===== src/verilog/fspc_pkg.sv =====
// Constants, register map and state codes of the flash self-programming controller
package fspc_pkg;

	// Register byte offsets on the APB bus, and the control register reset value
	localparam logic [7:0] FSPC_CTRL_OFFS = 8'h00;
	localparam logic [7:0] FSPC_STAT_OFFS = 8'h04;
	localparam logic [7:0] FSPC_CTRL_RESET = 8'h00;

	// Control register field positions
	localparam int FSPC_EN_BIT = 0;
	localparam int FSPC_ERS_BIT = 1;
	localparam int FSPC_WRT_BIT = 2;
	localparam int FSPC_RFL_BIT = 3;
	localparam int FSPC_CLR_BIT = 4;

	// Status register field positions
	localparam int FSPC_STAT_BUSY_BIT = 0;
	localparam int FSPC_STAT_BUFD_BIT = 1;
	localparam int FSPC_STAT_ARM_BIT = 2;

	// The only command patterns that change the control register
	localparam logic [4:0] FSPC_CMD_CLEAR = 5'h11;
	localparam logic [4:0] FSPC_CMD_RDFUSE = 5'h09;
	localparam logic [4:0] FSPC_CMD_WRITE = 5'h05;
	localparam logic [4:0] FSPC_CMD_ERASE = 5'h03;
	localparam logic [4:0] FSPC_CMD_LOAD = 5'h01;

	// Arming windows in core clock cycles
	localparam int FSPC_STORE_WIN = 4;
	localparam int FSPC_LOAD_WIN = 3;

	// Erase and write time: least time, rounded up at the core clock rate
	localparam int FSPC_CLK_MHZ = 40;
	localparam int FSPC_PROG_MIN_US = 3700;
	localparam int FSPC_PROG_MAX_US = 4500;
	localparam int FSPC_PROG_CYCLES = FSPC_PROG_MIN_US * FSPC_CLK_MHZ;
	localparam int FSPC_TIMER_W = 18;

	// Sequencer states, one-hot
	typedef enum logic [2:0] {
		FSPC_IDLE = 3'b001,
		FSPC_ERASE = 3'b010,
		FSPC_WRITE = 3'b100
	} fspc_state_t;

endpackage : fspc_pkg


===== src/verilog/fspc_window.sv =====
// Arming window: stays active a fixed number of cycles after start
`timescale 1ns/1ps
module fspc_window import fspc_pkg::*; #(
	parameter int LEN = 4
) (
	// Clock and reset
	input wire logic clk,
	input wire logic rst_sync_b,
	// Control
	input wire logic start,
	input wire logic cancel,
	// Status
	output logic active
);
	typedef struct packed {
		logic [3:0] cnt;
		logic active;
	} fspc_win_t;

	fspc_win_t st_ff;
	fspc_win_t nxt_st;

	// Start reloads; cancel or running out ends the window
	always_comb begin
		nxt_st = st_ff;
		if (start) begin
			nxt_st.cnt = 4'(LEN - 1);
			nxt_st.active = 1'b1;
		end else if (cancel || st_ff.cnt == 4'h0) begin
			nxt_st.cnt = 4'h0;
			nxt_st.active = 1'b0;
		end else begin
			nxt_st.cnt = st_ff.cnt - 4'h1;
		end
	end

	always_ff @(posedge clk or negedge rst_sync_b) begin
		if (!rst_sync_b) begin
			st_ff <= '0;
		end else begin
			st_ff <= nxt_st;
		end
	end

	assign active = st_ff.active;
endmodule : fspc_window


===== src/verilog/fspc_page_buf.sv =====
// Temporary page buffer with per-word valid flags
`timescale 1ns/1ps
module fspc_page_buf import fspc_pkg::*; #(
	parameter int WORD_BITS = 5,
	parameter int DATA_W = 16
) (
	// Clock and reset
	input wire logic clk,
	input wire logic rst_sync_b,
	// Load and clear
	input wire logic clear,
	input wire logic we,
	input wire logic [WORD_BITS-1:0] waddr,
	input wire logic [DATA_W-1:0] wdata,
	// Read side
	input wire logic [WORD_BITS-1:0] raddr,
	output logic [DATA_W-1:0] rdata,
	output logic any_valid
);
	localparam int WORDS = 1 << WORD_BITS;

	typedef struct packed {
		logic [WORDS-1:0] valid;
	} fspc_buf_t;

	fspc_buf_t st_ff;
	fspc_buf_t nxt_st;
	logic [DATA_W-1:0] mem [WORDS];

	// A word already loaded is kept; a second load before a clear is dropped
	always_comb begin
		nxt_st = st_ff;
		if (clear) begin
			nxt_st.valid = '0;
		end else if (we) begin
			nxt_st.valid[waddr] = 1'b1;
		end
	end

	always_ff @(posedge clk or negedge rst_sync_b) begin
		if (!rst_sync_b) begin
			st_ff <= '0;
		end else begin
			st_ff <= nxt_st;
		end
	end

	// Storage has no reset; the valid flags decide what it holds
	always_ff @(posedge clk) begin
		if (we && !clear && !st_ff.valid[waddr]) begin
			mem[waddr] <= wdata;
		end
	end

	// Erased words read as all ones
	assign rdata = st_ff.valid[raddr] ? mem[raddr] : {DATA_W{1'b1}};
	assign any_valid = |st_ff.valid;
endmodule : fspc_page_buf


===== src/verilog/fspc_ctrl.sv =====
// Flash self-programming controller: command arming, page buffer, erase and write sequencer
// Functional notes
// Software erases a page before writing it; buffer fill may precede or follow erase.
// Command 00000011 plus store instruction within four cycles erases the pointer's page.
// Core stays stalled for the whole page erase.
// Command 00000001 plus store instruction loads data pair at the pointer's word.
// Buffer clears after page write, on clear-buffer command and on reset.
// Software loads each buffer word once between clears.
// An EEPROM write during buffer loading discards all loaded words.
// Command 00000101 plus store instruction writes the page; data pair ignored.
// Core stays stalled for the whole page write from the buffer.
// Pointer splits into word-in-page low bits and page high bits.
// Software uses the same page address for erase and following write.
// Buffer words load in any order.
// Load-program read uses pointer bit 0 to pick high or low byte.
// Control bits 7 to 5 read as zero.
// Clear-buffer command discards every loaded word.
// Fuse/lock read armed by bit 3 with enable, within three cycles.
// Bit 2 with enable makes next store within four cycles a page write.
// Write bit clears at write end or after four cycles without store.
// Bit 1 with enable makes next store within four cycles a page erase.
// Erase bit clears at erase end or after four cycles without store.
// Enable arms four cycles; stays set until erase or write completes.
// Only the five listed low-bit patterns have any effect when written.
// Erase and write last between 3.7 ms and 4.5 ms.
// Stall release and command bit clear happen in the same cycle.
//
// The APB register port and the address map were left to the implementer.
`timescale 1ns/1ps
module fspc_ctrl import fspc_pkg::*; #(
	parameter int WORD_BITS = 5,
	parameter int PROG_CYCLES = FSPC_PROG_CYCLES
) (
	// Clock and reset
	input wire logic core_clk,
	input wire logic rst_b,
	// APB slave
	input wire logic psel,
	input wire logic penable,
	input wire logic pwrite,
	input wire logic [7:0] paddr,
	input wire logic [31:0] pwdata,
	output logic [31:0] prdata,
	output logic pready,
	output logic pslverr,
	// Core instruction side
	input wire logic store_program_instr,
	input wire logic load_program_instr,
	input wire logic [15:0] pointer,
	input wire logic [15:0] data_register_pair,
	input wire logic [15:0] flash_rd_word,
	output logic [7:0] load_data,
	output logic load_valid,
	output logic core_stall,
	// Fuse and lock sources, EEPROM activity
	input wire logic [7:0] lock_bits,
	input wire logic [7:0] fuse_low,
	input wire logic [7:0] fuse_high,
	input wire logic eeprom_busy,
	// Flash array side
	output logic [15-WORD_BITS-1:0] flash_page,
	output logic flash_erase_start,
	output logic flash_prog_we,
	output logic [WORD_BITS-1:0] flash_prog_word,
	output logic [15:0] flash_prog_data
);
	localparam int PAGE_W = 15 - WORD_BITS;
	localparam int WORDS = 1 << WORD_BITS;

	typedef struct packed {
		fspc_state_t state;
		logic [4:0] ctrl;
		logic [PAGE_W-1:0] page;
		logic [FSPC_TIMER_W-1:0] timer;
		logic [WORD_BITS:0] stream;
		logic stall;
		logic erase_go;
		logic prog_we;
		logic [WORD_BITS-1:0] prog_word;
		logic [15:0] prog_data;
		logic [7:0] load_data;
		logic load_valid;
		logic pready;
		logic pslverr;
		logic [31:0] prdata;
	} fspc_ctrl_st_t;

	fspc_ctrl_st_t st_ff;
	fspc_ctrl_st_t nxt_st;

	// Reset release chain
	logic rst_meta_ff;
	logic rst_sync_ff;

	always_ff @(posedge core_clk or negedge rst_b) begin
		if (!rst_b) begin
			rst_meta_ff <= 1'b0;
			rst_sync_ff <= 1'b0;
		end else begin
			rst_meta_ff <= 1'b1;
			rst_sync_ff <= rst_meta_ff;
		end
	end

	// Bus decode; a write takes effect on the edge where pready is seen high
	logic bus_done;
	logic ctrl_hit;
	logic stat_hit;
	logic ctrl_wr;
	logic cmd_legal;
	logic idle;

	assign bus_done = psel && penable && st_ff.pready;
	assign ctrl_hit = paddr == FSPC_CTRL_OFFS;
	assign stat_hit = paddr == FSPC_STAT_OFFS;
	assign idle = st_ff.state == FSPC_IDLE;

	// Only five patterns count; bits 31 to 5 of the written value are ignored
	always_comb begin
		unique case (pwdata[4:0])
			FSPC_CMD_CLEAR, FSPC_CMD_RDFUSE, FSPC_CMD_WRITE, FSPC_CMD_ERASE, FSPC_CMD_LOAD: cmd_legal = 1'b1;
			default: cmd_legal = 1'b0;
		endcase
	end

	// EEPROM activity blocks arming, as does an operation already running
	assign ctrl_wr = bus_done && pwrite && ctrl_hit && cmd_legal && idle && !eeprom_busy;

	// Arming windows
	logic store_win;
	logic load_win;
	logic store_take;
	logic load_fuse;

	assign store_take = store_program_instr && idle && store_win && st_ff.ctrl[FSPC_EN_BIT];
	assign load_fuse = load_program_instr && idle && load_win && st_ff.ctrl[FSPC_RFL_BIT]
		&& st_ff.ctrl[FSPC_EN_BIT] && !eeprom_busy;

	fspc_window #(
		.LEN(FSPC_STORE_WIN)
	) u_store_win (
		.clk(core_clk),
		.rst_sync_b(rst_sync_ff),
		.start(ctrl_wr),
		.cancel(store_take),
		.active(store_win)
	);

	fspc_window #(
		.LEN(FSPC_LOAD_WIN)
	) u_load_win (
		.clk(core_clk),
		.rst_sync_b(rst_sync_ff),
		.start(ctrl_wr && pwdata[FSPC_RFL_BIT]),
		.cancel(load_fuse),
		.active(load_win)
	);

	// Pointer fields: bit 0 is the byte, then word-in-page, then page
	logic [WORD_BITS-1:0] ptr_word;
	logic [PAGE_W-1:0] ptr_page;

	assign ptr_word = pointer[WORD_BITS:1];
	assign ptr_page = pointer[15:WORD_BITS+1];

	// Page buffer
	logic buf_we;
	logic buf_clear;
	logic buf_any;
	logic write_done;
	logic [15:0] buf_rdata;

	assign buf_we = store_take && st_ff.ctrl == FSPC_CMD_LOAD;
	assign write_done = st_ff.state == FSPC_WRITE && st_ff.timer == '0;
	assign buf_clear = (store_take && st_ff.ctrl == FSPC_CMD_CLEAR)
		|| write_done
		|| (eeprom_busy && buf_any && idle);

	fspc_page_buf #(
		.WORD_BITS(WORD_BITS),
		.DATA_W(16)
	) u_page_buf (
		.clk(core_clk),
		.rst_sync_b(rst_sync_ff),
		.clear(buf_clear),
		.we(buf_we),
		.waddr(ptr_word),
		.wdata(data_register_pair),
		.raddr(st_ff.stream[WORD_BITS-1:0]),
		.rdata(buf_rdata),
		.any_valid(buf_any)
	);

	// Register read value
	logic [31:0] rd_val;

	always_comb begin
		rd_val = 32'h0000_0000;
		if (ctrl_hit) begin
			rd_val[4:0] = st_ff.ctrl;
		end else if (stat_hit) begin
			rd_val[FSPC_STAT_BUSY_BIT] = st_ff.stall;
			rd_val[FSPC_STAT_BUFD_BIT] = buf_any;
			rd_val[FSPC_STAT_ARM_BIT] = store_win;
		end
	end

	// Next state of the whole controller
	always_comb begin
		nxt_st = st_ff;
		nxt_st.erase_go = 1'b0;
		nxt_st.prog_we = 1'b0;
		nxt_st.load_valid = 1'b0;

		// APB answer one cycle into the access phase
		nxt_st.pready = psel && penable && !st_ff.pready;
		if (psel && penable && !st_ff.pready) begin
			nxt_st.pslverr = !(ctrl_hit || stat_hit);
			nxt_st.prdata = pwrite ? 32'h0000_0000 : rd_val;
		end else begin
			nxt_st.pslverr = 1'b0;
		end

		unique case (st_ff.state)
			FSPC_IDLE: begin
				if (ctrl_wr) begin
					nxt_st.ctrl = pwdata[4:0];
				end else if (store_take) begin
					if (st_ff.ctrl[FSPC_ERS_BIT]) begin
						// Data pair is not used; only the page is taken
						nxt_st.state = FSPC_ERASE;
						nxt_st.page = ptr_page;
						nxt_st.stall = 1'b1;
						nxt_st.erase_go = 1'b1;
						nxt_st.timer = FSPC_TIMER_W'(PROG_CYCLES - 1);
					end else if (st_ff.ctrl[FSPC_WRT_BIT]) begin
						// Non-page pointer bits are software's to keep at zero
						nxt_st.state = FSPC_WRITE;
						nxt_st.page = ptr_page;
						nxt_st.stall = 1'b1;
						nxt_st.stream = '0;
						nxt_st.timer = FSPC_TIMER_W'(PROG_CYCLES - 1);
					end else begin
						// Load or clear finishes with the instruction itself
						nxt_st.ctrl = 5'h00;
					end
				end else if (load_fuse) begin
					nxt_st.load_valid = 1'b1;
					nxt_st.ctrl = 5'h00;
					if (pointer[0]) begin
						nxt_st.load_data = pointer[1] ? fuse_high : lock_bits;
					end else begin
						nxt_st.load_data = fuse_low;
					end
				end else begin
					if (load_program_instr) begin
						nxt_st.load_valid = 1'b1;
						nxt_st.load_data = pointer[0] ? flash_rd_word[15:8] : flash_rd_word[7:0];
					end
					// Unused arming lapses when its window runs out
					if (!store_win) begin
						nxt_st.ctrl = 5'h00;
					end else if (st_ff.ctrl[FSPC_RFL_BIT] && !load_win) begin
						nxt_st.ctrl = 5'h00;
					end
				end
			end
			FSPC_ERASE: begin
				if (st_ff.timer == '0) begin
					// Stall and command bits drop on the same edge
					nxt_st.state = FSPC_IDLE;
					nxt_st.stall = 1'b0;
					nxt_st.ctrl = 5'h00;
				end else begin
					nxt_st.timer = st_ff.timer - FSPC_TIMER_W'(1);
				end
			end
			FSPC_WRITE: begin
				// Buffer words stream out to the array at the start of the write
				if (st_ff.stream < (WORD_BITS+1)'(WORDS)) begin
					nxt_st.prog_we = 1'b1;
					nxt_st.prog_word = st_ff.stream[WORD_BITS-1:0];
					nxt_st.prog_data = buf_rdata;
					nxt_st.stream = st_ff.stream + (WORD_BITS+1)'(1);
				end
				if (st_ff.timer == '0) begin
					nxt_st.state = FSPC_IDLE;
					nxt_st.stall = 1'b0;
					nxt_st.ctrl = 5'h00;
				end else begin
					nxt_st.timer = st_ff.timer - FSPC_TIMER_W'(1);
				end
			end
			default: begin
				// Illegal code: drop state, stall and command bits back to idle
				nxt_st.state = FSPC_IDLE;
				nxt_st.stall = 1'b0;
				nxt_st.ctrl = 5'h00;
			end
		endcase
	end

	// State register
	always_ff @(posedge core_clk or negedge rst_sync_ff) begin
		if (!rst_sync_ff) begin
			st_ff <= '0;
			st_ff.state <= FSPC_IDLE;
			st_ff.ctrl <= FSPC_CTRL_RESET[4:0];
		end else begin
			st_ff <= nxt_st;
		end
	end

	// Outputs straight from the state register
	assign prdata = st_ff.prdata;
	assign pready = st_ff.pready;
	assign pslverr = st_ff.pslverr;
	assign load_data = st_ff.load_data;
	assign load_valid = st_ff.load_valid;
	assign core_stall = st_ff.stall;
	assign flash_page = st_ff.page;
	assign flash_erase_start = st_ff.erase_go;
	assign flash_prog_we = st_ff.prog_we;
	assign flash_prog_word = st_ff.prog_word;
	assign flash_prog_data = st_ff.prog_data;
endmodule : fspc_ctrl


===== config.mk =====
export PLATFORM = sky130hd
export DESIGN_NAME = fspc_ctrl
export DESIGN_NICKNAME = d
export VERILOG_FILES = /design/src/verilog/fspc_pkg.sv /design/src/verilog/fspc_window.sv /design/src/verilog/fspc_page_buf.sv /design/src/verilog/fspc_ctrl.sv
export SDC_FILE = /design/constraint.sdc
export NUM_CORES = 1
export LEC_CHECK = 0
export ABC_AREA = 0
export BUFFER_PORTS_ARGS = -buffer_cell sky130_fd_sc_hd__buf_4
export CAP_MARGIN = 20
export CORE_AREA = 2 2 207 209
export CTS_BUF_LIST = sky130_fd_sc_hd__clkbuf_2 sky130_fd_sc_hd__clkbuf_4 sky130_fd_sc_hd__clkbuf_8
export CTS_CLUSTER_DIAMETER = 150
export DETAILED_ROUTE_END_ITERATION = 16
export DIE_AREA = 0 0 209 211
export MAX_ROUTING_LAYER = met4
export PLACE_DENSITY = 0.84
export SETUP_SLACK_MARGIN = 0.4
export SLEW_MARGIN = 10
export SYNTH_ARGS = -nofsm -noshare
export SYNTH_HDL_FRONTEND = slang
export SYNTH_HIERARCHICAL = 1
export SYNTH_SLANG_ARGS = --single-unit

===== constraint.sdc =====
create_clock -name core_clk -period 7.3 [get_ports core_clk]
set_clock_uncertainty 0.05 [all_clocks]
set_input_delay 1.46 -clock core_clk [delete_from_list [all_inputs] [get_ports core_clk]]
set_output_delay 1.46 -clock core_clk [all_outputs]
set_load 0.01 [all_outputs]

Word level (Yosys, flattened, before mapping)
Memories as Yosys holds them, arrays and structs flattened.
Index checks and enable logic that the tools add are counted.
{"block": "totals", "reg_bits": 153, "ram_bits": 512, "in_bits": 120, "output_inout_bits": 77, "wordCells": 178, "n_memories": 1}
{"block": "op_classes", "n_addsub": 4, "order_cmp": 4, "n_eq_ne": 22, "n_mux": 60, "bitwise_logic": 3, "reduce_logical": 60}
{"memory": "u_page_buf.mem", "depth": 32, "width": 16, "read_ports": 1, "rd_clocked_by_memory_dff": 0, "write_ports": 1, "line_no": "fspc_page_buf.sv:28", "text": "logic [DATA_W-1:0] mem [WORDS];"}
{"op": "$mux W32", "n": 2}
{"op": "$mux W26", "n": 2}
{"op": "$mux W5", "n": 10}
{"op": "$mux W22", "n": 2}
{"op": "$pmux W18 S2", "n": 1}
{"op": "$mux W35", "n": 1}
{"op": "$mux W8", "n": 4}
{"op": "$or A32 B32 Y32", "n": 1}
{"op": "$reduce_or A32 Y1", "n": 1}
{"op": "$mux W28", "n": 1}
{"op": "$logic_and A1 B1 Y1", "n": 26}
{"op": "$logic_not A18 Y1", "n": 1}
{"op": "$mux W18", "n": 1}
{"op": "$mux W3", "n": 6}
{"op": "$mux W9", "n": 2}
{"op": "$sub A18 B1 Y18 const B", "n": 1}
{"op": "$mux W1", "n": 16}
{"op": "$mux W16", "n": 1}
{"op": "$pmux W8 S2", "n": 1}
{"op": "$reduce_and A4 Y1", "n": 4}
{"op": "$reduce_bool A2 Y1", "n": 7}
{"op": "$lt A5 B6 Y1 const B", "n": 2}
{"op": "$mux W6", "n": 2}
{"op": "$pmux W6 S2", "n": 1}
{"op": "34 further kinds", "n": 57}

Logic depth before layout (Yosys ltp)
{"block": "depth", "word_depth": 12, "mapped_depth": 14, "ltp_nobuf": 11}

By module
Netlist, hierarchy kept.
{"module": "fspc_page_buf", "instances": 1, "cells_each": 1168, "area_each_um2": 21747.1, "seq_area_each_um2": 16175.5}
{"module": "fspc_ctrl", "instances": 1, "cells_each": 480, "area_each_um2": 4638.2, "seq_area_each_um2": 2103.3}
{"module": "fspc_window at u_load_win", "instances": 1, "cells_each": 23, "area_each_um2": 251.5, "seq_area_each_um2": 125.1}
{"module": "fspc_window at u_store_win", "instances": 1, "cells_each": 20, "area_each_um2": 240.2, "seq_area_each_um2": 125.1}

Least setup slack after synthesis
OpenSTA, ideal clock, no wires.
{"block": "synth_path", "kind": "input to register", "start": "input store_program_instr", "end": "memory u_page_buf.mem[31][0] (enable)", "setup_ns": 0.388, "arrival_ns": 3.699, "required_ns": 6.862, "path_slack_ns": 3.162, "cell_stages": 9, "path_buffers": 0, "cell_sequence": "nand3_1 nor2_1 nand4b_1 nor2_1 nor2b_1 nand3_2 a21oi_1 nand3_1 nor2_1"}
{"block": "synth_between", "word_cells_on_any_way": 12, "classes_between": "2 x mux; 10 x reduce/logical"}
{"element": "from (decl)", "line_no": "fspc_ctrl.sv:47", "text": "input wire logic store_program_instr,"}
{"element": "$logic_and A1 B1 Y1 (3 in series)", "line_no": "fspc_ctrl.sv:135", "text": "assign store_take = store_program_instr && idle && store_win && st_ff.ctrl[FSPC_EN_BIT];"}
{"element": "named net store_take", "line_no": "fspc_ctrl.sv:132", "text": "logic store_take;"}
{"element": "$logic_and A1 B1 Y1", "line_no": "fspc_ctrl.sv:173", "text": "assign buf_we = store_take && st_ff.ctrl == FSPC_CMD_LOAD;"}
{"element": "named net buf_we", "line_no": "fspc_ctrl.sv:167", "text": "logic buf_we;"}
{"element": "$logic_and A1 B1 Y1 (2 in series)", "line_no": "fspc_page_buf.sv:50", "text": "if (we && !clear && !st_ff.valid[waddr]) begin"}
{"element": "$mux W1", "line_no": "fspc_page_buf.sv:50"}
{"element": "$mux W1 (implied by the code)", "line_no": "fspc_page_buf.sv:51", "text": "mem[waddr] <= wdata;"}
{"element": "to (decl)", "line_no": "fspc_page_buf.sv:28"}
The timed path passes the listed nets, and every way through them passes these cells.

Worst setup path after layout
{"block": "layout_path", "start": "input store_program_instr", "end": "memory u_page_buf.mem[28][1] (enable)"}
Same word-level chain as after synthesis.

==> results.sh <==
export IMPL_required_ns=7.52
export IMPL_hold_path_class="reg -> async"
export IMPL_status="finished clean"
export IMPL_io_buffers=142
export IMPL_critPathMaxFanout=16
export IMPL_syn_area_mm2=0.0269
export IMPL_min_period_ns=4.44
export IMPL_seqCellArea_mm2=0.0185
export IMPL_utilization=0.720
export IMPL_grt_max_degree=94
export IMPL_synth_compound_area_share=0.0813
export IMPL_timing_hold_violations_final=0
export IMPL_setup_violations=0
export IMPL_dpl_hpwl_um=37800
export IMPL_synth_most_common_cell="edfxtp_1"
export IMPL_end_kind="flip-flop"
export IMPL_synthMuxAreaShare=0.128
export IMPL_initial_core_util=0.644
export IMPL_synth_common_cells="512 x edfxtp_1, 153 x mux2i_1, 125 x dfrtp_1"
export IMPL_h_tree_depth=3
export IMPL_ys_ff_latch=638
export IMPL_worst_slew_pin_slew_ns=0.980
export IMPL_clkTransAtPathRegs_ns=0.06
export IMPL_synth_fa_ha_area_frac=0.00317
export IMPL_die_y_um=211
export IMPL_core_mm2=0.0418
export IMPL_layout_drive_gt1_share=0.251
export IMPL_stdcell_area_mm2=0.0301
export IMPL_cp_startpoint="store_program_instr"
export IMPL_ioPinCount=197
export IMPL_place_area_mm2=0.0281
export IMPL_ant_nets=0
export IMPL_ys_seq_area_frac=0.689
export IMPL_routedWlPerCell_um=25.3
export IMPL_setup_tns_ns=0
export IMPL_slew_viol_final=0
export IMPL_vias=16000
export IMPL_finalCritPeriodShare=0.608
export IMPL_rr_endpoint="u_page_buf/mem[28][1]"
export IMPL_vias_per_cell=6.55
export IMPL_cts_buffer_depth=3
export IMPL_die_area_mm2=0.0441
export IMPL_insertion_delay_ns=0.67
export IMPL_post_cts_buffers=0
export IMPL_place_congestion=0.924
export IMPL_rr_startpoint="u_page_buf/st_ff[23]"
export IMPL_multiInputGateArea_mm2=0.00736
export IMPL_grt_pass1_wl_um=92800
export IMPL_dr_first_iter_drc_count=2049
export IMPL_fmax_mhz=225
export IMPL_synthSimpleGateAreaFrac=0.0551
export IMPL_dr_pass1_iters=6
export IMPL_cts_root_buf="clkbuf_8"
export IMPL_dieWidth_um=209
export IMPL_nNetsFinal=1957
export IMPL_totalWireLength_um=61900
export IMPL_synth_top_family_by_area="multiplexers"
export IMPL_ctsHoldBuffers=0
export IMPL_r2r_slack_ns=2.99
export IMPL_synth_largest_area_cell="edfxtp_1"
export IMPL_overflow=0
export IMPL_fillers=2515
export IMPL_cts_sinks=638
export IMPL_max_vdd_ir_drop_mv=0.220
export IMPL_synth_edf_count=512
export IMPL_cts_resized_gates=0
export IMPL_grt_usage=0.292
export IMPL_synthXorXnorAreaFrac=0.00228
export IMPL_maxSlewHeadroom=0.346
export IMPL_antenna_cells=0
export IMPL_syn_area_per_cell_um2=15.9
export IMPL_maxCapViolCount=0
export IMPL_drc=0
export IMPL_start_kind="input port"
export IMPL_syn_inst=1691
export IMPL_cts_buffers=95
export IMPL_power_leakage_nw=10.4
export IMPL_area_growth_pct=11.8
export IMPL_async_flop_share=0.197
export IMPL_cts_tree="built"
export IMPL_first_global_vias=15900
export IMPL_synth_ff_type="edfxtp_1"
export IMPL_synth_area_top_cells="edfxtp_1 57%, dfrtp_1 12%, mux2i_1 5.7%"
export IMPL_critPathArrivalTime_ns=4.67
export IMPL_crit_end="u_page_buf/mem[28][1]"
export IMPL_grt_setup_unrepaired="false"
export IMPL_yosys_warnings=6
export IMPL_antenna_found_initial=0
export IMPL_synth_top_area_frac=0.572
export IMPL_num_rows=75
export IMPL_powerDensity_mw_per_mm2=237
export IMPL_critPathKind="in -> reg"
export IMPL_r2r_cells=12
export IMPL_synth_cell_type_count=77
critical path, stage by stage:
cell      delay (ns)
buf_4           0.09
nand3_1         0.19
nor2_1          0.47
nand4b_1        0.21
nor2_1          0.21
nor2b_1         0.27
nand3_2         0.18
or3_1           0.46
nand2b_4        0.31
nor2_2          0.81
worst min path at each step:
stage,startpoint,endpoint,cells past startpoint
after floorplan,rst_meta_ff,rst_sync_ff,0
after global placement,rst_meta_ff,rst_sync_ff,0
after detailed placement,rst_meta_ff,rst_sync_ff,0
after CTS,rst_meta_ff,rst_sync_ff,0
after global routing,rst_sync_ff,flash_prog_data[15],0
final,rst_sync_ff,flash_prog_data[15],0
per-layer routing:
metal  vias up  global-route usage  routed length, um
met5         -                   -                  0
met4         0              0.0990               2040
met3       148              0.0550               6320
met2      1022               0.460              29900
met1      7968               0.391              23600
li1       6862                   -                  -
flip-flops by register name (all words and copies together), names as in the netlist, 4 cells and up:
register,flops
u_page_buf/st_ff,32
u_page_buf/mem,512
flash_prog_data,16
u_load_win/st_ff,4
st_ff,32
flash_page,10
u_store_win/st_ff,4
flash_prog_word,5
prdata,5
load_data,8
area by class of cell:
type,instances,area share
clock buffer,142,0.0569
clock inverter,29,0.00741
inverter,41,0.00520
multi-input combinational,874,0.245
sequential,638,0.617
tap,539,0.0224
timing repair buffer,181,0.0463
through the flow:
stage | worst slack (ns) | instances | hold slack (ns) | power [mW]
final | 2.86 | 2444 | 0.105 | 7.14
after global routing | 2.66 | 2444 | 0.133 | 7.36
after CTS | 2.98 | 2443 | 0.309 | 7.19
after detailed placement | 2.29 | 2272 | 0.294 | 4.30
after global placement | 2.46 | 2272 | 0.288 | 4.28
after floorplan | 3.16 | 1717 | 0.281 | 4.19
cell usage in the layout, fill, tap and decap left out, types with 17 or more instances in the layout:
cell type / synthesis / routed
edfxtp_1: 512 / 512
buf_4: 73 / 179
mux2i_1: 153 / 153
dfrtp_1: 125 / 121
clkbuf_8: 0 / 103
nand2_1: 79 / 79
mux4_2: 67 / 67
o21ai_0: 64 / 64
a221oi_1: 64 / 64
nor2_1: 61 / 61
clkbuf_4: 0 / 39
inv_1: 38 / 38
a21oi_1: 37 / 37
nand3_1: 31 / 31
conb_1: 2 / 28
a22o_1: 24 / 24
mux2_2: 23 / 23
o22ai_1: 22 / 22
o211ai_1: 19 / 19
o21a_1: 17 / 17
o311ai_0: 17 / 17
logic make-up (layout without fill, tap and decap cells):
family,Yosys count,count (layout)
buffers and inverters,205,393
and+or+nand+nor,281,281
xor gates and xnor gates,7,7
muxes,248,248
adders and majority gates,7,7
AOI/OAI and AO/OA,303,303
other,2,28
DFF,638,638
power by group:
group / total (mW) / internal [mW] / switching (mW)
clock network: 2.91 / 1.58 / 1.32
logic: 0.245 / 0.0954 / 0.149
registers: 3.99 / 3.96 / 0.0238
total: 7.14 / 5.64 / 1.50
No activity file was read; power rests on OpenSTA's default activity.
